**src/bkc_cfg.svh**
```systemverilog
// offsets, field positions, reset values and timing counts of the buck control block
`ifndef BKC_CFG_SVH
`define BKC_CFG_SVH

// ----------------------------------------------------------------
// register indices (byte address = 4 * index)
// ----------------------------------------------------------------
`define BKC_IDX_VSEL       8'h14
`define BKC_IDX_MODE       8'h15
`define BKC_IDX_SPARE      8'h16
`define BKC_IDX_CTRL       8'h17
`define BKC_IDX_IRQ_STAT   8'h18
`define BKC_IDX_IRQ_MASK   8'h19

// ----------------------------------------------------------------
// field positions
// ----------------------------------------------------------------
`define BKC_VSEL_CODE_MSB  5
`define BKC_VSEL_RANGE_BIT 6
`define BKC_MODE_FPWM_BIT  0
`define BKC_CTRL_ON_BIT    0
`define BKC_CTRL_OK_BIT    1
`define BKC_IRQ_PG_RISE    0
`define BKC_IRQ_PG_FALL    1
`define BKC_IRQ_SS_DONE    2
`define BKC_IRQ_BAD_CODE   3
`define BKC_IRQ_W          4

// ----------------------------------------------------------------
// reset values
// ----------------------------------------------------------------
`define BKC_VSEL_RST       7'h4B
`define BKC_MODE_RST       1'h0
`define BKC_ON_RST         1'h1
`define BKC_MASK_RST       4'h0

// ----------------------------------------------------------------
// timing
// ----------------------------------------------------------------
`define BKC_CLK_PERIOD_NS  40
`define BKC_SS_TIME_NS     80000
`define BKC_SS_CYCLES      ((`BKC_SS_TIME_NS + `BKC_CLK_PERIOD_NS - 1) / `BKC_CLK_PERIOD_NS)
`define BKC_TB_STEP        8
`define BKC_TB_MOD         125
`define BKC_PG_NUM         963
`define BKC_PG_SHIFT       10

`endif

```
**src/bkc_pkg.sv**
```systemverilog
// types shared by the buck control block
package bkc_pkg;

    // external power request pins
    typedef struct packed {
        logic handsfree_power_request;
        logic power_key_request;
        logic power_hold_request;
    } bkc_req_t;

    // voltage selection register contents
    typedef struct packed {
        logic       voltage_range_select;
        logic [5:0] voltage_select_code;
    } bkc_vsel_t;

    // switch drive bundle
    typedef struct packed {
        logic high_side_on;
        logic low_side_on;
        logic cycle_start;
    } bkc_drive_t;

    // converter sequence
    typedef enum logic [1:0] {
        BKC_OFF  = 2'b00,
        BKC_RAMP = 2'b01,
        BKC_RUN  = 2'b10
    } bkc_state_t;

endpackage

```
**src/bkc_buck_ctrl.sv**
```systemverilog
// step-down converter control with an AHB-Lite register slave
//
// The AHB-Lite register port and the placing of the registers are this design's own decisions.
`timescale 1ns/1ps
`default_nettype none

`include "bkc_cfg.svh"

module bkc_buck_ctrl #(
    parameter int unsigned SS_CYCLES = `BKC_SS_CYCLES,
    parameter logic [6:0]  VSEL_RST  = `BKC_VSEL_RST
) (
    // clock and reset
    input  wire logic              hclk,
    input  wire logic              hresetn,
    // ahb-lite slave
    input  wire logic              hsel,
    input  wire logic [31:0]       haddr,
    input  wire logic [1:0]        htrans,
    input  wire logic              hwrite,
    input  wire logic [2:0]        hsize,
    input  wire logic              hready,
    input  wire logic [31:0]       hwdata,
    output var  logic [31:0]       hrdata,
    output var  logic              hreadyout,
    output var  logic              hresp,
    // power request pins
    input  wire bkc_pkg::bkc_req_t req_pins,
    // analog side inputs
    input  wire logic              pg_comp_raw,
    input  wire logic [6:0]        duty_demand,
    input  wire logic              light_load,
    input  wire logic              pfm_burst_request,
    // converter outputs
    output var  logic              converter_enable,
    output var  logic [12:0]       target_mv,
    output var  logic [12:0]       pg_threshold_mv,
    output var  logic              forced_pwm,
    output var  logic              psave_active,
    output var  bkc_pkg::bkc_drive_t drive,
    // interrupt
    output var  logic              irq
);

    localparam logic [10:0] SS_LAST = 11'(SS_CYCLES);

    // ----------------------------------------------------------------
    // bus decode
    // ----------------------------------------------------------------
    logic        acc_ok;
    logic        wr_pend;
    logic [7:0]  wr_idx;
    logic        rd_pend;
    logic [7:0]  rd_idx;
    logic [7:0]  addr_idx;
    logic        addr_in_map;

    // a transfer is taken only on a non-idle address phase with hready high
    assign acc_ok      = hsel & htrans[1] & hready;
    assign addr_idx    = haddr[9:2];
    assign addr_in_map = (haddr[31:10] == 22'h000000);

    // hsize is ignored: only whole-word accesses are expected
    always_ff @(posedge hclk or negedge hresetn) begin
        if (!hresetn) begin
            wr_pend <= 1'b0;
            wr_idx  <= 8'h00;
            rd_pend <= 1'b0;
            rd_idx  <= 8'h00;
        end else begin
            wr_pend <= acc_ok & hwrite;
            rd_pend <= acc_ok & ~hwrite;
            if (acc_ok) begin
                wr_idx <= addr_in_map ? addr_idx : 8'hFF;
                rd_idx <= addr_in_map ? addr_idx : 8'hFF;
            end
        end
    end

    // reads take one wait state so read data always come from a flop
    always_ff @(posedge hclk or negedge hresetn) begin
        if (!hresetn) begin
            hreadyout <= 1'b1;
            hresp     <= 1'b0;
        end else begin
            hreadyout <= ~(acc_ok & ~hwrite);
            hresp     <= 1'b0;
        end
    end

    // ----------------------------------------------------------------
    // software registers
    // ----------------------------------------------------------------
    bkc_pkg::bkc_vsel_t          vsel;
    logic                        mode_fpwm;
    logic                        sw_on;
    logic [`BKC_IRQ_W-1:0]       irq_mask;
    logic [`BKC_IRQ_W-1:0]       irq_stat;
    logic                        wr_vsel;
    logic                        wr_mode;
    logic                        wr_ctrl;
    logic                        wr_mask;

    assign wr_vsel = wr_pend & (wr_idx == `BKC_IDX_VSEL);
    assign wr_mode = wr_pend & (wr_idx == `BKC_IDX_MODE);
    assign wr_ctrl = wr_pend & (wr_idx == `BKC_IDX_CTRL);
    assign wr_mask = wr_pend & (wr_idx == `BKC_IDX_IRQ_MASK);

    always_ff @(posedge hclk or negedge hresetn) begin
        if (!hresetn) begin
            vsel      <= VSEL_RST;
            mode_fpwm <= `BKC_MODE_RST;
            sw_on     <= `BKC_ON_RST;
            irq_mask  <= `BKC_MASK_RST;
        end else begin
            if (wr_vsel) begin
                vsel <= hwdata[`BKC_VSEL_RANGE_BIT:0];
            end
            if (wr_mode) begin
                mode_fpwm <= hwdata[`BKC_MODE_FPWM_BIT];
            end
            if (wr_ctrl) begin
                sw_on <= hwdata[`BKC_CTRL_ON_BIT];
            end
            if (wr_mask) begin
                irq_mask <= hwdata[`BKC_IRQ_W-1:0];
            end
        end
    end

    // ----------------------------------------------------------------
    // voltage decode
    // ----------------------------------------------------------------
    logic [12:0] dec_mv;
    logic        dec_avail;
    logic [12:0] held_mv;
    logic        vsel_wr_d1;
    logic        vsel_wr_d2;

    bkc_vdec u_vdec (
        .hclk        (hclk),
        .hresetn     (hresetn),
        .vsel        (vsel),
        .level_mv    (dec_mv),
        .level_avail (dec_avail)
    );

    // an unavailable code keeps the last good level rather than collapsing the rail
    always_ff @(posedge hclk or negedge hresetn) begin
        if (!hresetn) begin
            held_mv    <= 13'h0000;
            vsel_wr_d1 <= 1'b0;
            vsel_wr_d2 <= 1'b0;
        end else begin
            vsel_wr_d1 <= wr_vsel;
            vsel_wr_d2 <= vsel_wr_d1;
            if (dec_avail) begin
                held_mv <= dec_mv;
            end
        end
    end

    // ----------------------------------------------------------------
    // enable sequence
    // ----------------------------------------------------------------
    bkc_pkg::bkc_state_t state;
    bkc_pkg::bkc_state_t next_state;
    logic                req_any;
    logic                en_req;
    logic [10:0]         ramp_cnt;
    logic                ramp_end;

    // any request pin asks for the converter
    assign req_any  = req_pins.handsfree_power_request | req_pins.power_key_request
                    | req_pins.power_hold_request;
    assign en_req   = req_any & sw_on;
    assign ramp_end = (ramp_cnt == SS_LAST);

    always_comb begin
        next_state = state;
        case (state)
            bkc_pkg::BKC_OFF: begin
                if (en_req) begin
                    next_state = bkc_pkg::BKC_RAMP;
                end
            end
            bkc_pkg::BKC_RAMP: begin
                if (!en_req) begin
                    next_state = bkc_pkg::BKC_OFF;
                end else if (ramp_end) begin
                    next_state = bkc_pkg::BKC_RUN;
                end
            end
            bkc_pkg::BKC_RUN: begin
                if (!en_req) begin
                    next_state = bkc_pkg::BKC_OFF;
                end
            end
            default: begin
                next_state = bkc_pkg::BKC_OFF;
            end
        endcase
    end

    // ramp counter restarts from zero on every enable
    always_ff @(posedge hclk or negedge hresetn) begin
        if (!hresetn) begin
            state    <= bkc_pkg::BKC_OFF;
            ramp_cnt <= 11'h000;
        end else begin
            state <= next_state;
            if (next_state != bkc_pkg::BKC_RAMP) begin
                ramp_cnt <= 11'h000;
            end else if (!ramp_end) begin
                ramp_cnt <= ramp_cnt + 11'h001;
            end
        end
    end

    // ----------------------------------------------------------------
    // regulation target and power-good threshold
    // ----------------------------------------------------------------
    logic [23:0] ramp_prod;
    logic [12:0] next_target;
    logic [22:0] pg_prod;

    // target climbs linearly across the ramp, and falls whenever a lower level is selected
    assign ramp_prod   = 24'(held_mv) * 24'(ramp_cnt);
    // target falls to zero at the same edge as the enable, so off never shows a level
    assign next_target = (next_state == bkc_pkg::BKC_OFF) ? 13'h0000
                       : (state != bkc_pkg::BKC_RUN) ? 13'(ramp_prod / 24'(SS_CYCLES))
                       : held_mv;
    // threshold sits about 6 percent under the held level, which the target reaches only in run
    assign pg_prod     = 23'(held_mv) * 23'(`BKC_PG_NUM);

    always_ff @(posedge hclk or negedge hresetn) begin
        if (!hresetn) begin
            target_mv        <= 13'h0000;
            pg_threshold_mv  <= 13'h0000;
            converter_enable <= 1'b0;
        end else begin
            target_mv        <= next_target;
            pg_threshold_mv  <= 13'(pg_prod >> `BKC_PG_SHIFT);
            converter_enable <= (next_state != bkc_pkg::BKC_OFF);
        end
    end

    // ----------------------------------------------------------------
    // power good
    // ----------------------------------------------------------------
    logic pg_meta;
    logic pg_sync;
    logic pg_ok;
    logic next_pg_ok;

    // forced low while off or ramping
    // clears when the comparator sees the output low
    assign next_pg_ok = (state == bkc_pkg::BKC_RUN) & pg_sync;

    // two flops before the comparator is used
    always_ff @(posedge hclk or negedge hresetn) begin
        if (!hresetn) begin
            pg_meta <= 1'b0;
            pg_sync <= 1'b0;
            pg_ok   <= 1'b0;
        end else begin
            pg_meta <= pg_comp_raw;
            pg_sync <= pg_meta;
            pg_ok   <= next_pg_ok;
        end
    end

    // ----------------------------------------------------------------
    // switching timebase and drive
    // ----------------------------------------------------------------
    logic [6:0]  tb_phase;
    logic [7:0]  tb_sum;
    logic        tb_wrap;
    logic        duty_full;
    logic        sw_active;
    logic        next_psave;
    logic        next_high;

    // fractional phase, 8 of 125 per clock gives 1.6 MHz from 25 MHz
    assign tb_sum    = 8'(tb_phase) + 8'(`BKC_TB_STEP);
    assign tb_wrap   = (tb_sum >= 8'(`BKC_TB_MOD));
    assign duty_full = (duty_demand >= 7'(`BKC_TB_MOD));
    assign sw_active = (state != bkc_pkg::BKC_OFF);
    // power save only when not forced and load is light
    assign next_psave = sw_active & ~mode_fpwm & light_load;
    // outside power save, full duty holds the high side with no off gap
    assign next_high  = sw_active & (next_psave ? pfm_burst_request
                                   : (duty_full | (tb_phase < duty_demand)));

    always_ff @(posedge hclk or negedge hresetn) begin
        if (!hresetn) begin
            tb_phase <= 7'h00;
        end else begin
            tb_phase <= tb_wrap ? 7'(tb_sum - 8'(`BKC_TB_MOD)) : tb_sum[6:0];
        end
    end

    // synchronous rectifier conducts when the high side is off, except while off or in power save
    always_ff @(posedge hclk or negedge hresetn) begin
        if (!hresetn) begin
            drive        <= '0;
            forced_pwm   <= 1'b0;
            psave_active <= 1'b0;
        end else begin
            drive.high_side_on <= next_high;
            drive.low_side_on  <= sw_active & ~next_high & ~next_psave;
            drive.cycle_start  <= tb_wrap;
            forced_pwm         <= mode_fpwm;
            psave_active       <= next_psave;
        end
    end

    // ----------------------------------------------------------------
    // interrupts
    // ----------------------------------------------------------------
    logic [`BKC_IRQ_W-1:0] irq_evt;
    logic [`BKC_IRQ_W-1:0] irq_clr;
    logic [`BKC_IRQ_W-1:0] next_stat;

    assign irq_evt[`BKC_IRQ_PG_RISE]  = next_pg_ok & ~pg_ok;
    assign irq_evt[`BKC_IRQ_PG_FALL]  = ~next_pg_ok & pg_ok;
    assign irq_evt[`BKC_IRQ_SS_DONE]  = (state == bkc_pkg::BKC_RAMP)
                                      & (next_state == bkc_pkg::BKC_RUN);
    assign irq_evt[`BKC_IRQ_BAD_CODE] = vsel_wr_d2 & ~dec_avail;
    assign irq_clr   = (rd_pend && rd_idx == `BKC_IDX_IRQ_STAT) ? '1 : '0;
    // a new event beats the read-clear in the same cycle
    assign next_stat = (irq_stat & ~irq_clr) | irq_evt;

    always_ff @(posedge hclk or negedge hresetn) begin
        if (!hresetn) begin
            irq_stat <= '0;
            irq      <= 1'b0;
        end else begin
            irq_stat <= next_stat;
            irq      <= |(next_stat & irq_mask);
        end
    end

    // ----------------------------------------------------------------
    // read data
    // ----------------------------------------------------------------
    logic [31:0] rd_mux;

    // unused bits are read only and read zero
    always_comb begin
        rd_mux = 32'h00000000;
        case (rd_idx)
            `BKC_IDX_VSEL:     rd_mux[`BKC_VSEL_RANGE_BIT:0] = vsel;
            `BKC_IDX_MODE:     rd_mux[`BKC_MODE_FPWM_BIT]    = mode_fpwm;
            `BKC_IDX_CTRL: begin
                rd_mux[`BKC_CTRL_ON_BIT] = sw_on;
                rd_mux[`BKC_CTRL_OK_BIT] = pg_ok;
            end
            `BKC_IDX_IRQ_STAT: rd_mux[`BKC_IRQ_W-1:0] = irq_stat;
            `BKC_IDX_IRQ_MASK: rd_mux[`BKC_IRQ_W-1:0] = irq_mask;
            default:           rd_mux = 32'h00000000;
        endcase
    end

    // captured in the wait cycle of each read
    always_ff @(posedge hclk or negedge hresetn) begin
        if (!hresetn) begin
            hrdata <= 32'h00000000;
        end else if (rd_pend) begin
            hrdata <= rd_mux;
        end
    end

endmodule

`default_nettype wire

```
**src/bkc_vdec.sv**
```systemverilog
// voltage code decoder: range bit and six-bit code to a level in millivolts
`timescale 1ns/1ps
`default_nettype none

module bkc_vdec (
    // clock and reset
    input  wire logic              hclk,
    input  wire logic              hresetn,
    // selection in
    input  wire bkc_pkg::bkc_vsel_t vsel,
    // decoded level out
    output var  logic [12:0]       level_mv,
    output var  logic              level_avail
);

    logic [1:0]  col;
    logic [3:0]  row;
    logic [12:0] next_mv;
    logic        next_avail;

    assign col = vsel.voltage_select_code[5:4];
    assign row = vsel.voltage_select_code[3:0];

    // ----------------------------------------------------------------
    // decode table
    // ----------------------------------------------------------------
    // range decode table
    always_comb begin
        next_mv    = 13'h0000;
        next_avail = 1'b1;
        if (vsel.voltage_range_select) begin
            next_mv = 13'd1250 + 13'(vsel.voltage_select_code) * 13'd50;
        end else begin
            case (col)
                2'b00: begin
                    next_avail = 1'b0;
                end
                2'b01: begin
                    // odd 5 mV jump at the middle row
                    next_avail = (row >= 4'h2);
                    next_mv    = 13'd1050 + 13'(row) * 13'd25 + ((row >= 4'h8) ? 13'd5 : 13'd0);
                end
                2'b10: begin
                    next_mv = 13'd1455 + 13'(row) * 13'd25 + ((row >= 4'h5) ? 13'd5 : 13'd0);
                end
                2'b11: begin
                    case (row)
                        4'h0:    next_mv = 13'd1860;
                        4'h1:    next_mv = 13'd1890;
                        4'hE:    next_mv = 13'd2200;
                        4'hF:    next_mv = 13'd2245;
                        default: next_mv = 13'd1865 + 13'(row) * 13'd25;
                    endcase
                end
                default: begin
                    next_avail = 1'b0;
                end
            endcase
            if (!next_avail) begin
                next_mv = 13'h0000;
            end
        end
    end

    // registered result
    always_ff @(posedge hclk or negedge hresetn) begin
        if (!hresetn) begin
            level_mv    <= 13'h0000;
            level_avail <= 1'b0;
        end else begin
            level_mv    <= next_mv;
            level_avail <= next_avail;
        end
    end

endmodule

`default_nettype wire

```
**config.mk**
```make
export PLATFORM = sky130hd
export DESIGN_NAME = bkc_buck_ctrl
export DESIGN_NICKNAME = d
export VERILOG_FILES = /design/src/bkc_pkg.sv /design/src/bkc_buck_ctrl.sv /design/src/bkc_vdec.sv
export VERILOG_INCLUDE_DIRS = /design/src
export SDC_FILE = /design/constraint.sdc
export NUM_CORES = 1
export LEC_CHECK = 0
export BUFFER_PORTS_ARGS = -buffer_cell sky130_fd_sc_hd__buf_4
export CAP_MARGIN = 20
export CORE_MARGIN = 2
export CORE_UTILIZATION = 63
export DETAILED_ROUTE_END_ITERATION = 10
export GPL_TIMING_DRIVEN = 0
export MAX_ROUTING_LAYER = met4
export PLACE_DENSITY = 0.95
export SLEW_MARGIN = 40
export SYNTH_ARGS = -nofsm -noshare
export SYNTH_HDL_FRONTEND = slang
export SYNTH_SLANG_ARGS = --single-unit
export TNS_END_PERCENT = 5
```
**constraint.sdc**
```tcl
create_clock -name hclk -period 17.2 [get_ports hclk]
set_input_delay 1.72 -clock hclk [delete_from_list [all_inputs] [get_ports hclk]]
set_output_delay 1.72 -clock hclk [all_outputs]
set_load 0.02 [all_outputs]
```
Yosys cells after proc, flatten, opt, wreduce, memory -nomap -nowiden
Cells that the tools add are included.
Word-level totals
  flip-flop bits (word level): 120
  input port bits: 87
  output and inout port bits: 67
  word-level logic and storage cells: 138
Operators by class
  add/sub/neg operators: 9
  multipliers: 4
  divide/modulo/power cells: 1
  order comparisons: 6
  eq/ne operators: 18
  muxes and demuxes: 26
  bitwise gates (word level): 34
  reduce and logical (&&, ||, !) cells: 9
Operators with widths (count)
  two-way mux 13 bit: 4
  case mux 13 bit (4 select lines): 1
  equality test 8 x 5 -> 1 bit (second input constant): 5
  case mux 13 bit (3 select lines): 1
  adder 11 x 9 -> 12 bit (first input constant): 3
  adder 13 bit: 2
  divider 24 x 11 -> 24 bit (second input constant): 1
  multiplier 13 x 11 -> 24 bit: 1
  multiplier 13 x 10 -> 23 bit (second input constant): 1
  zero test 22 bit: 1
  two-way mux 11 bit: 2
  bitwise AND 1 bit: 19
  adder 11 x 12 -> 13 bit (first input constant): 1
  case mux 2 bit (3 select lines): 2
  adder 11 x 1 -> 11 bit (second input constant): 1
  equality test 11 bit (second input constant): 1
  multiplier 6 x 5 -> 11 bit (second input constant): 1
  multiplier 4 x 5 -> 9 bit (second input constant): 1
  two-way mux 3 bit: 3
  adder 7 x 4 -> 8 bit (second input constant): 1
  bitwise AND 4 bit: 2
  equality test 2 bit (second input constant): 4
  equality test 4 bit (second input constant): 2
  >= comparator 8 x 7 -> 1 bit (second input constant): 1
  27 further kinds: 46

Longest topological paths before layout
Gate-level depths: netlist (run 1).
  depth in word-level cells: 10
  depth in mapped cells: 54
  mapped depth without buffers: 48

Cells and area by module
A second synthesis (run 1) with hierarchy kept.
Second synthesis, totals
  cells, all modules: 1982
  area, all modules: 17540.6 µm²
By module, submodules not included
  bkc_buck_ctrl: instances 1, cells each 1691, area an instance 15018.2 µm², sequential area each 2660.1 µm²
  bkc_vdec: instances 1, cells each 291, area an instance 2522.4 µm², sequential area each 350.3 µm²

Worst setup path after synthesis (run 1)
OpenSTA, ideal clock, no wires.
  kind: register to register
  start: register held_mv[6]
  end: register target_mv[0]
  library setup time: 0.124 ns
  data arrival time: 12.718 ns
  data required time: 17.076 ns
  setup slack: 4.358 ns
  cell stages (with the launch flop): 51
  buffers on the path: 5
  clock period less this slack: 12.842 ns
  cells stage by stage: dfrtp_1 > clkbuf_1 > nand2_1 > fa_1 > inv_1 > fa_1 > fa_1 > fa_1 > inv_1 > fa_1 > inv_1 > ha_1 > buf_2 > and4_1 > clkbuf_1 > nand4_1 > a221oi_1 > o22ai_2 > (+15 left out) > nor3_4 > o211a_1 > o22ai_1 > a2111o_1 > o211a_1 > a31oi_4 > a21oi_1 > o22ai_2 > a211oi_4 > a21o_1 > o31ai_4 > o211ai_2 > a2111oi_0 > a221oi_2 > xnor2_1 > a211oi_2 > a21o_1 > o21ai_1
On the way
  word-level cells in the longest chain between the ends: 4
Ends and longest elaborated chain
  start, declared: line bkc_buck_ctrl.sv:136  | logic [12:0] held_mv;
  start signal, assigned: line bkc_buck_ctrl.sv:158  | held_mv <= dec_mv;
  multiplier 13 x 11 -> 24 bit: line bkc_buck_ctrl.sv:228  | assign ramp_prod = 24'(held_mv) * 24'(ramp_cnt);
  divider 24 x 11 -> 24 bit: line bkc_buck_ctrl.sv:231  | : (state != bkc_pkg::BKC_RUN) ? 13'(ramp_prod / 24'(SS_CYCLES))
  two-way mux 13 bit: line bkc_buck_ctrl.sv:231
  two-way mux 13 bit: line bkc_buck_ctrl.sv:230  | assign next_target = (next_state == bkc_pkg::BKC_OFF) ? 13'h0000
  via next_target[0]: line bkc_buck_ctrl.sv:224  | logic [12:0] next_target;
  end signal, assigned: line bkc_buck_ctrl.sv:242  | target_mv <= next_target;
  end, declared: line bkc_buck_ctrl.sv:36  | output var logic [12:0] target_mv,
The timed path passes the listed nets, and every way through them passes these cells.
A chain may end at the register's enable or synchronous reset.

Final worst setup path (run 1)
  start: register ramp_cnt[4]
  end: register target_mv[0]
On the way
  word-level cells in the longest chain between the ends: 6
  elaborated cells between the ends (all ways): 9
  classes of those cells: 1 x mul; 1 x div; 1 x eq/ne; 5 x mux; 1 x reduce/logical
Ends and longest elaborated chain
  start, declared: line bkc_buck_ctrl.sv:170  | logic [10:0] ramp_cnt;
  start signal, assigned: line bkc_buck_ctrl.sv:215  | ramp_cnt <= ramp_cnt + 11'h001;
  branches (longest 5 deep; another with multiplier 13 x 11 -> 24 bit)
  two-way mux 13 bit *: line bkc_buck_ctrl.sv:230
  via next_target[0]: line bkc_buck_ctrl.sv:224
Mark *: on every way through the listed nets, which the timed path passes.

==> out/metrics.cfg, run 1 <==
[sta]
finClkSkew_ns=0.0189
period_share_pct=89.8
fmax_ghz=0.0648
fin_ws_ns=1.76
tightest_slew_ns=0.866
setup_viol=0
fin_setup_tns_ns=0
hold_viol=0
rsz0062_at_grt=false
final-max-slew-violation-count=0
relSlewSlack_pct=41.8
min_period_ns=15.44

[drt]
vias_per_cell=6.56
drt_iter0_markers=2070
antenna_violating_nets_post_route=0
drcViolationCount=1
first_pass_iters=10
vias=17000
wl_um=53000
wl_per_cell_um=20.4

[clocking]
cts-root-buf=clkbuf_16
hold_buffers=0
cts_tree=done
cts.sinks=120
cts_setup_buffers=0
cts_resized=0
htree_levels=4
clock_path_buffers=2
path_clk_slew_ns=0.06
cts-buffers-inserted=17
clock_latency_ns=0.45

[logic_synthesis]
ys_ff_latch=120
synth.cell_area_um2=17800
synth_seq_area_share_pct=16.9
netlist_instances=2066
yosys_warnings=0
synth_edf_count=0
postSynth.asyncResetShare_pct=100
synth_cell_type_count=122
avgSynthCellArea_um2=8.60
ys.flop_type=dfrtp_1

[cells_and_area]
drive_gt1_share_pct=12.7
stdcell_area_um2=19700
nets=2610
fin_util_pct=70.9
multi_input_comb_area_um2=13600
area_delta_synth_final_pct=10.9
antenna_cells=0
seqCellArea_um2=3010
fillerInstances=2006
stdcell_count=2598

[critical_path]
reg2reg_from=ramp_cnt[4]
worst-path-buf-inv=7
crit_type=register to register
cp.required_ns=17.51
critPathLaunchType=register
cpPeakStageDelay_ns=0.57
rr_worst_depth=50
critPathMostFrequentCell=fa_1
worstPathArrival_ns=15.75
reg2reg_slack_ns=1.76
critPathCaptureType=register
slowest_stage=o31ai_1
critPathMaxFanout=10
reg2reg_to=target_mv[0]
crit_family=compound AO/OA/AOI/OAI gates

[min_path]
hold_class=register to register
hold_path_depth=0
hp-start=pg_meta
worstHoldEndpoint=pg_sync

[die]
dieArea_um2=29600
dieHeight_um=172
initial_core_util_pct=63.9
core.rowCount=61
dieWidth_um=172
io_pins=154
fp.coreArea_um2=27800

[run]
max_cap_viol_count=0

[status]
status=complete, but fails checks
violations=DRC

[grt]
grt-ovfl-total=0
grt_max_degree=62
grt_pass1_wl_um=85900
grt_pass1_vias=17100
antenna_found_initial=0
grt_usage_pct=37.6

[placed_design]
pre_cts_ws_ns=2.16
placed_area_um2=19100
place_congestion=0.996
port-buffer-count=96
place_inst=2566
place_hpwl_um=39600

[power]
leakage_nw=9.19
powerDensity_nw_per_um2=66.7
peakVddDrop_v=0.0000901

[area by class of cell]
class,instances,share of cell area [%]
Clock inverter,14,0.660
Buffer,100,2.55
Sequential cell,120,15.3
Timing Repair Buffer,97,3.84
Multi-Input combinational cell,1659,69.0
Tap cell,378,2.40
Clock buffer,18,2.23
Inverter,212,4.04
[placed cells by master (no fill, tap or decap), types with 8 or more instances in the layout]
master / count
a211oi_1: 24
a21o_1: 22
a21oi_1: 75
a222oi_1: 9
a22oi_1: 12
a31oi_1: 32
and2_1: 70
and3_1: 15
buf_2: 15
buf_4: 122
clkbuf_1: 56
clkbuf_16: 17
conb_1: 26
dfrtp_1: 114
fa_1: 133
ha_1: 183
inv_1: 210
mux2_2: 17
mux2i_1: 15
nand2_1: 217
nand2b_1: 15
nand3_1: 41
nand4_1: 18
nor2_1: 143
nor2b_1: 11
nor3_1: 52
nor4_1: 15
o211ai_1: 20
o21a_1: 31
o21ai_0: 84
o21ai_1: 17
o21bai_1: 8
o22a_1: 14
o22ai_1: 19
o31ai_1: 16
or3_1: 11
xnor2_1: 72
xor2_1: 34
[registers in the layout (all words and copies together) (netlist names), 2 cells and up]
| name | cells |
|---|---|
| irq_mask | 4 |
| vsel | 7 |
| hrdata | 7 |
| ramp_cnt | 11 |
| held_mv | 13 |
| u_vdec.level_mv | 13 |
| rd_idx | 8 |
| target_mv | 13 |
| tb_phase | 7 |
| drive | 3 |
| pg_threshold_mv | 13 |
| irq_stat | 4 |
| state | 2 |
[worst reg2reg max path, delay by kind of cell (launching register included)]
family / cells / cell delay (ns)
compound gates: 23 / 6.71
buf+inv: 7 / 1.42
flops: 1 / 0.35
fa+ha+maj: 6 / 2.79
simple gates: 10 / 2.77
mux: 4 / 1.30
[power by group]
| part | switching, mW | internal, mW |
|---|---|---|
| logic | 0.357 | 0.258 |
| registers | 0.0226 | 0.315 |
| clock network | 0.165 | 0.195 |
[cell usage after synthesis (all sizes together), types with 32 or more instances]
| cell type | n | area share (%) |
|---|---|---|
| ha | 183 | 13 |
| fa | 133 | 15 |
| nor2 | 146 | 3.1 |
| a21oi | 81 | 2.5 |
| a31oi | 35 | 1.4 |
| buf | 44 | 1.6 |
| and2 | 71 | 2.5 |
| dfrtp | 114 | 16 |
| o21a | 32 | 1.4 |
| nand2 | 218 | 4.6 |
| nand3 | 42 | 1.2 |
| xnor2 | 79 | 4.0 |
| inv | 210 | 4.4 |
| xor2 | 34 | 1.7 |
| nor3 | 58 | 1.8 |
| o21ai | 103 | 2.9 |
| clkbuf | 56 | 1.2 |
[kinds of logic (layout without fill, tap and decap cells)]
group	Yosys count	count (layout)	synth area share (%)
DFF	120	120	16.9
AOI/OAI and AO/OA	507	507	21.5
buffers and inverters	312	441	7.31
adders and majority gates	317	317	27.9
other	1	26	0.0211
and+or+nand+nor	661	661	18.5
xor gates and xnor gates	113	113	5.66
muxes	35	35	2.21
[metrics by stage]
stage	hold WS, ns	power, mW
floorplan	0.331	0.768
global placement	0.334	0.890
detailed placement	0.336	0.938
CTS	0.366	1.31
global route	0.370	1.40
finish	0.365	1.31
[worst max path at each step]
| stage | startpoint | to | slack [ns] | cells past startpoint |
|---|---|---|---|---|
| 3_3_place_gp | held_mv[6] | target_mv[1] | 2.50 | 47 |
| 5_1_grt | ramp_cnt[4] | target_mv[0] | 0.64 | 49 |
| 2_1_floorplan | held_mv[6] | target_mv[0] | 4.36 | 50 |
| 4_1_cts | held_mv[6] | target_mv[0] | 2.03 | 48 |
| 6_report | ramp_cnt[4] | target_mv[0] | 1.76 | 50 |
| 3_5_place_dp | held_mv[5] | target_mv[1] | 2.16 | 48 |
[layer usage]
metal / vias up / part of all wire, % / global-route usage [%] / wire length (um)
met1: 8110 / 37 / 43.4 / 19700
li1: 7529 / - / - / -
met3: 321 / 7.8 / 6.48 / 4120
met2: 1071 / 49 / 62.5 / 26000
met4: 0 / 6.1 / 20.7 / 3240
met5: - / 0 / - / 0
Power figures use the tool's default switching activity.
==> run 2, diff against run 1 <==
Settings changed: GPL_TIMING_DRIVEN 0 to unset.
==> run 2 against run 1 <==
Compared with the run above: the flow still finishes with violations (DRC); register-to-register slack worse by 0.37 ns; global-route usage down 1.8 points; clock skew down 0.0052 ns; clock-buffer cell count unchanged; via count down 2.8%; core utilization down 1.5 points; final area down 2.2%; setup slack worse by 0.37 ns; combinational power down 5.4%; largest cell class unchanged.
==> out/metrics.cfg, run 2 (synthesis results as in run 1) <==
[clocking]
clock_path_buffers=2  ; unchanged
cts_resized=0  ; unchanged
hold_buffers=0  ; unchanged
htree_levels=4  ; unchanged
cts_setup_buffers=0  ; unchanged
cts-root-buf=clkbuf_16  ; unchanged
cts.sinks=120  ; unchanged
cts_tree=done  ; unchanged
clock_latency_ns=0.44  ; was 0.45 ns
path_clk_slew_ns=0.07  ; was 0.06 ns
cts-buffers-inserted=17  ; unchanged

[critical_path]
critPathCaptureType=register  ; unchanged
crit_family=compound AO/OA/AOI/OAI gates  ; unchanged
critPathMaxFanout=16  ; was 10
cpPeakStageDelay_ns=0.83  ; was 0.57 ns
worst-path-buf-inv=3  ; was 7
worstPathArrival_ns=16.15  ; was 15.75 ns
cp.required_ns=17.55  ; was 17.51 ns
crit_type=register to register  ; unchanged
slowest_stage=dfrtp_1  ; was o31ai_1
critPathMostFrequentCell=fa_1  ; unchanged
critPathLaunchType=register  ; unchanged

[die]
io_pins=154  ; unchanged
dieArea_um2=29600  ; unchanged
core.rowCount=61  ; unchanged
dieHeight_um=172  ; unchanged
initial_core_util_pct=63.9  ; unchanged
dieWidth_um=172  ; unchanged
fp.coreArea_um2=27800  ; unchanged

[grt]
grt_usage_pct=35.8  ; was 37.6%
antenna_found_initial=1  ; was 0
grt_use_met2_pct=60.1  ; was 62.5%
grt_max_degree=65  ; was 62
grt_pass1_wl_um=82400  ; was 85,900 um
met3_usage_pct=5.95  ; was 6.48%
grt-ovfl-total=0  ; unchanged
gr-max-usage-layer=met2  ; unchanged
grt_pass1_vias=16800  ; was 17.1k
grtUsageMet1_pct=42.2  ; was 43.4%

[status]
violations=DRC  ; unchanged
status=complete, but fails checks  ; unchanged

[sta]
hold_viol=0  ; unchanged
rsz0062_at_grt=false  ; unchanged
tightest_slew_ns=0.856  ; was 0.866 ns
fmax_ghz=0.0633  ; was 0.0648 GHz
relSlewSlack_pct=42.6  ; was 41.8%
finClkSkew_ns=0.0137  ; was 0.0189 ns
setup_viol=0  ; unchanged
min_period_ns=15.81  ; was 15.44 ns
final-max-slew-violation-count=0  ; unchanged
fin_setup_tns_ns=0  ; unchanged
period_share_pct=91.9  ; was 89.8%

[drt]
drcViolationCount=1  ; unchanged
wl_per_cell_um=20.3  ; was 20.4 um
vias=16600  ; was 17.0k
first_pass_iters=11  ; was 10
wl_um=50700  ; was 53,000 um
antenna_violating_nets_post_route=0  ; unchanged
drt_iter0_markers=1952  ; was 2,070
vias_per_cell=6.62  ; was 6.56

[placed_design]
place_hpwl_um=36500  ; was 39,600 um
place_congestion=0.946  ; was 0.996
port-buffer-count=96  ; unchanged

[power]
power_mw=1.32  ; was 1.31 mW
leakage_nw=8.92  ; was 9.19 nW
pwr-share-comb_pct=44.1  ; was 46.9%
swShare_pct=39.5  ; was 41.5%
peakVddDrop_v=0.0000722  ; was 0.0000901 V
p_int_uw=800  ; was 769 uW
p_clk_share_pct=29.5  ; was 27.4%
switching_power_uw=522  ; was 545 uW
seq_power_share_pct=26.4  ; was 25.7%
powerDensity_nw_per_um2=68.6  ; was 66.7 nW/um^2

[cells_and_area]
fillerInstances=2007  ; was 2,006
nets=2513  ; was 2,610
final_common_cell=nand2_1  ; unchanged
drive_gt1_share_pct=11.7  ; was 12.7%
area_delta_synth_final_pct=8.52  ; was 10.9%
layout_common_cells=nand2_1, inv_1, ha_1  ; unchanged

[min_path]
hold_class=register to register  ; unchanged

[run]
max_cap_viol_count=0  ; unchanged

-- run 2: per-stage QoR --
stage	util (%)	cells	hold WS (ns)	setup WS (ns)	cell area (um^2)
2_1_floorplan	-	2091	0.331	4.36	17900
3_3_place_gp	66.9	2469	0.333	2.01	18600
3_5_place_dp	67.0	2469	0.346	1.82	18600
4_1_cts	69.2	2501	0.361	1.60	19200
5_1_grt	69.4	2502	0.368	0.537	19300
6_report	69.4	2502	0.365	1.39	19300
-- run 2: final timing paths --
path	depth (start not counted)	start	end	slack (ns)
worst max register to register	45	held_mv[3]	target_mv[1]	1.39
worst max-delay path	45	held_mv[3]	target_mv[1]	1.39
worst min-delay path	0	vsel_wr_d1	vsel_wr_d2	0.37
min in group asynchronous	1	hresetn	tb_phase[5]	1.25
max in group asynchronous	2	hresetn	held_mv[4]	14.93
worst min register to register	0	vsel_wr_d1	vsel_wr_d2	0.37
-- run 2: per-layer routing --
metal  up-vias  part of all wire, %
li1       7337                    -
met1      7869                   38
met2      1056                   49
met3       296                  7.7
met4         0                  5.5
met5         -                    0
-- run 2: layout make-up --
class / instances / area [um^2] / share of cell area, %
Inverter: 212 / 796 / 4.13
Antenna cell: 1 / 2.50 / 0.0130
Tap cell: 378 / 473 / 2.45
Clock inverter: 14 / 189 / 0.980
Sequential cell: 120 / 3020 / 15.6
Multi-Input combinational cell: 1659 / 13600 / 70.6
Clock buffer: 18 / 439 / 2.28
Timing Repair Buffer: 100 / 758 / 3.93
-- run 2: power by group through the flow --
stage          clock network (mW)  logic [mW]  registers [mW]
2_1_floorplan                   0       0.409           0.359
3_3_place_gp                    0       0.529           0.351
3_5_place_dp                    0       0.570           0.351
4_1_cts                     0.388       0.583           0.348
5_1_grt                     0.402       0.664           0.353
6_report                    0.389       0.583           0.349
-- run 2: worst register-to-register path: cells and delay by family (launching register included) --
| family | cells | cell delay, ns |
|---|---|---|
| compound gates | 22 | 7.79 |
| fa+ha+maj | 6 | 2.92 |
| simple gates | 10 | 2.43 |
| mux | 2 | 1.03 |
| flops | 1 | 0.83 |
| xor+xnor | 2 | 0.51 |
| buf+inv | 3 | 0.19 |
==> run 3, diff against run 2 <==
Settings changed: SYNTH_HIERARCHICAL set to 1.
==> run 3 against run 2 <==
Compared with the run above: the flow now finishes without violations; die area decreased by 1.2%; power increased by 43%; area after synthesis decreased by 1.3%; global-route usage decreased by 2.2 points; maximum frequency increased by 2.5%; first-iteration DRC count decreased by 13%; hold slack got worse by 0.011 ns; sequential power increased by 19%; core utilization decreased by 0.85 points; critical endpoint is now target_mv[0].
==> out/metrics.cfg, run 3 <==
[min_path]
hold_path_depth=0  ; unchanged
hp-start=vsel_wr_d1  ; unchanged
hold_class=register to register  ; unchanged

[logic_synthesis]
postSynth.asyncResetShare_pct=100  ; unchanged
synth_cell_type_count=121  ; was 122
avgSynthCellArea_um2=8.85  ; was 8.60 um^2
yosys_warnings=6  ; was 0
synth_top_area_share_pct=16.3  ; was 16.1%
synth_most_common_cell=inv_1  ; was nand2_1
ys_ff_latch=120  ; unchanged
synth_seq_area_share_pct=17.2  ; was 16.9%
netlist_instances=1982  ; was 2,066
ys.flop_type=dfrtp_1  ; unchanged
ys_top_cells_by_area=dfrtp_1, fa_1, ha_1, inv_1, nand2_1  ; was dfrtp_1, fa_1, ha_1, nand2_1, inv_1
netlist.top_cell.by_area=dfrtp_1  ; unchanged
synth_common_cells=inv_1, ha_1, nand2_1  ; was nand2_1, inv_1, ha_1
synth.cell_area_um2=17500  ; was 17,800 um^2
synth_edf_count=0  ; unchanged

[placed_design]
pre_cts_ws_ns=1.96  ; was 1.82 ns
port-buffer-count=96  ; unchanged
place_congestion=0.975  ; was 0.946
place_hpwl_um=34100  ; was 36,500 um

[drt]
first_pass_iters=6  ; was 11
dr_wl_met2_um=23400  ; was 24,800 um
wl_met1_um=17800  ; was 19,200 um
drt_iter0_markers=1692  ; was 1,952
topRoutingLayerUsed=met4  ; unchanged
wl_met3_um=3690  ; was 3930 um
wl_per_cell_um=19.4  ; was 20.3 um
vias=15800  ; was 16.6k
wl_um=46900  ; was 50,700 um
vias_per_cell=6.51  ; was 6.62
antenna_violating_nets_post_route=0  ; unchanged
drcViolationCount=0  ; was 1

[die]
fp.coreArea_um2=27600  ; was 27,800 um^2
dieArea_um2=29200  ; was 29,600 um^2
initial_core_util_pct=63.5  ; was 63.9%
core.rowCount=61  ; unchanged
dieWidth_um=171  ; was 172 um
io_pins=154  ; unchanged
dieHeight_um=171  ; was 172 um

[grt]
grt_pass1_wl_um=77200  ; was 82,400 um
antenna_found_initial=0  ; was 1
grt_max_degree=62  ; was 65
grt_pass1_vias=16200  ; was 16.8k
grt-ovfl-total=0  ; unchanged
grt_usage_pct=33.6  ; was 35.8%

[critical_path]
setup.worst_path.start=held_mv[12]  ; was held_mv[3]
critPathMaxFanout=17  ; was 16
cpPeakStageDelay_ns=0.83  ; about the same
reg2reg_from=held_mv[12]  ; was held_mv[3]
critPathMostFrequentCell=fa_1  ; unchanged
critPathLaunchType=register  ; unchanged
rr_worst_depth=44  ; was 45
reg2reg_slack_ns=1.78  ; was 1.39 ns
slowest_stage=dfrtp_1  ; unchanged
critPathCaptureType=register  ; unchanged
worstPathArrival_ns=15.75  ; was 16.15 ns
cp.required_ns=17.53  ; was 17.55 ns
crit_type=register to register  ; unchanged

[power]
peakVddDrop_v=0.000163  ; was 0.0000722 V
power_mw=1.89  ; was 1.32 mW
leakage_nw=8.88  ; was 8.92 nW
powerDensity_nw_per_um2=99.8  ; was 68.6 nW/um^2

[status]
status=complete, no violations  ; was complete, but fails checks

[clocking]
cts-buffers-inserted=17  ; unchanged
htree_levels=4  ; unchanged
hold_buffers=0  ; unchanged
cts.sinks=120  ; unchanged
cts_tree=done  ; unchanged
path_clk_slew_ns=0.07  ; about the same
cts_resized=0  ; unchanged
cts-root-buf=clkbuf_16  ; unchanged
clock_latency_ns=0.43  ; was 0.44 ns
clock_path_buffers=2  ; unchanged
cts_setup_buffers=0  ; unchanged

[sta]
setup_viol=0  ; unchanged
finClkSkew_ns=0.0147  ; was 0.0137 ns
fmax_ghz=0.0648  ; was 0.0633 GHz
period_share_pct=89.7  ; was 91.9%
fin_setup_tns_ns=0  ; unchanged
tightest_slew_ns=0.827  ; was 0.856 ns
rsz0062_at_grt=false  ; unchanged
fin_ws_ns=1.78  ; was 1.39 ns
final-max-slew-violation-count=0  ; unchanged
min_period_ns=15.42  ; was 15.81 ns
hold_viol=0  ; unchanged
relSlewSlack_pct=44.9  ; was 42.6%

[cells_and_area]
fillerInstances=1990  ; was 2,007
seqCellArea_um2=3020  ; about the same
antenna_cells=0  ; was 1
multi_input_comb_area_um2=13300  ; was 13,600 um^2
nets=2449  ; was 2,513
final_common_cell=inv_1  ; was nand2_1
area_delta_synth_final_pct=7.96  ; was 8.52%
drive_gt1_share_pct=12.3  ; was 11.7%
layout_common_cells=inv_1, ha_1, nand2_1  ; was nand2_1, inv_1, ha_1

[run]
max_cap_viol_count=0  ; unchanged

-- run 3: changes by cell type after synthesis, moves of 7 or more --
| cell | delta |
|---|---|
| a31oi_1 | -23 |
| nand3_1 | +16 |
| o21ai_0 | -18 |
| nor2_1 | -11 |
| nand2_1 | -34 |
| ha_1 | +14 |
| a22oi_1 | -9 |
| o21a_1 | -8 |
| xnor2_1 | -7 |
-- run 3: final timing paths --
| kind | to |
|---|---|
| max | target_mv[0] |
| min in group asynchronous | hrdata[5] |
| max in group asynchronous | held_mv[6] |
| min | vsel_wr_d2 |
| min reg2reg | vsel_wr_d2 |
| max reg2reg | target_mv[0] |
-- run 3: stage by stage --
step           util [%]  hold slack [ns]  instances  cell area (um^2)
2_1_floorplan         -            0.331       2007             17600
3_3_place_gp       66.4            0.333       2391             18300
3_5_place_dp       66.4            0.340       2391             18400
4_1_cts            68.4            0.353       2423             18900
5_1_grt            68.5            0.358       2423             18900
6_report           68.5            0.354       2423             18900
-- run 3: cells by family after synthesis --
family | Yosys count | synth area share [%]
AND/OR/NAND/NOR | 630 | 17.8
AO/OA/AOI/OAI | 446 | 20.2
adder cells (fa/ha/maj) | 331 | 29.3
buffers and inverters | 307 | 7.45
flip-flops | 120 | 17.2
XOR/XNOR | 109 | 5.66
multiplexers | 38 | 2.42
other | 1 | 0.0214
-- run 3: routing by layer --
metal	GRT usage (%)	vias to the layer above
met1	39.4	7642
li1	-	7025
met3	4.67	211
met5	-	-
met2	57.4	885
met4	15.7	0
-- run 3: cell type report --
type                            instances  share of cell area, %
Sequential cell                       120                   15.9
Inverter                              214                   4.24
Multi-Input combinational cell       1580                   70.4
Tap cell                              378                   2.50
Timing Repair Buffer                   99                   3.96
Clock inverter                         12                  0.496
Clock buffer                           20                   2.41
-- run 3: worst max-delay path: cells and delay by family, from the launching register on --
kind                       cells  cell delay [ns]
adders and majority gates      7             3.41
buffers and inverters          3             0.16
DFF                            1             0.83
muxes                          2             0.83
xor gates and xnor gates       2             0.84
AOI/OAI and AO/OA             22             7.47
and+or+nand+nor                8             1.73
-- run 3: report_power, final --
group          total, mW  internal, mW  switching, mW
clock              0.347         0.193          0.153
sequential         0.415         0.335         0.0794
combinational       1.13         0.485          0.643
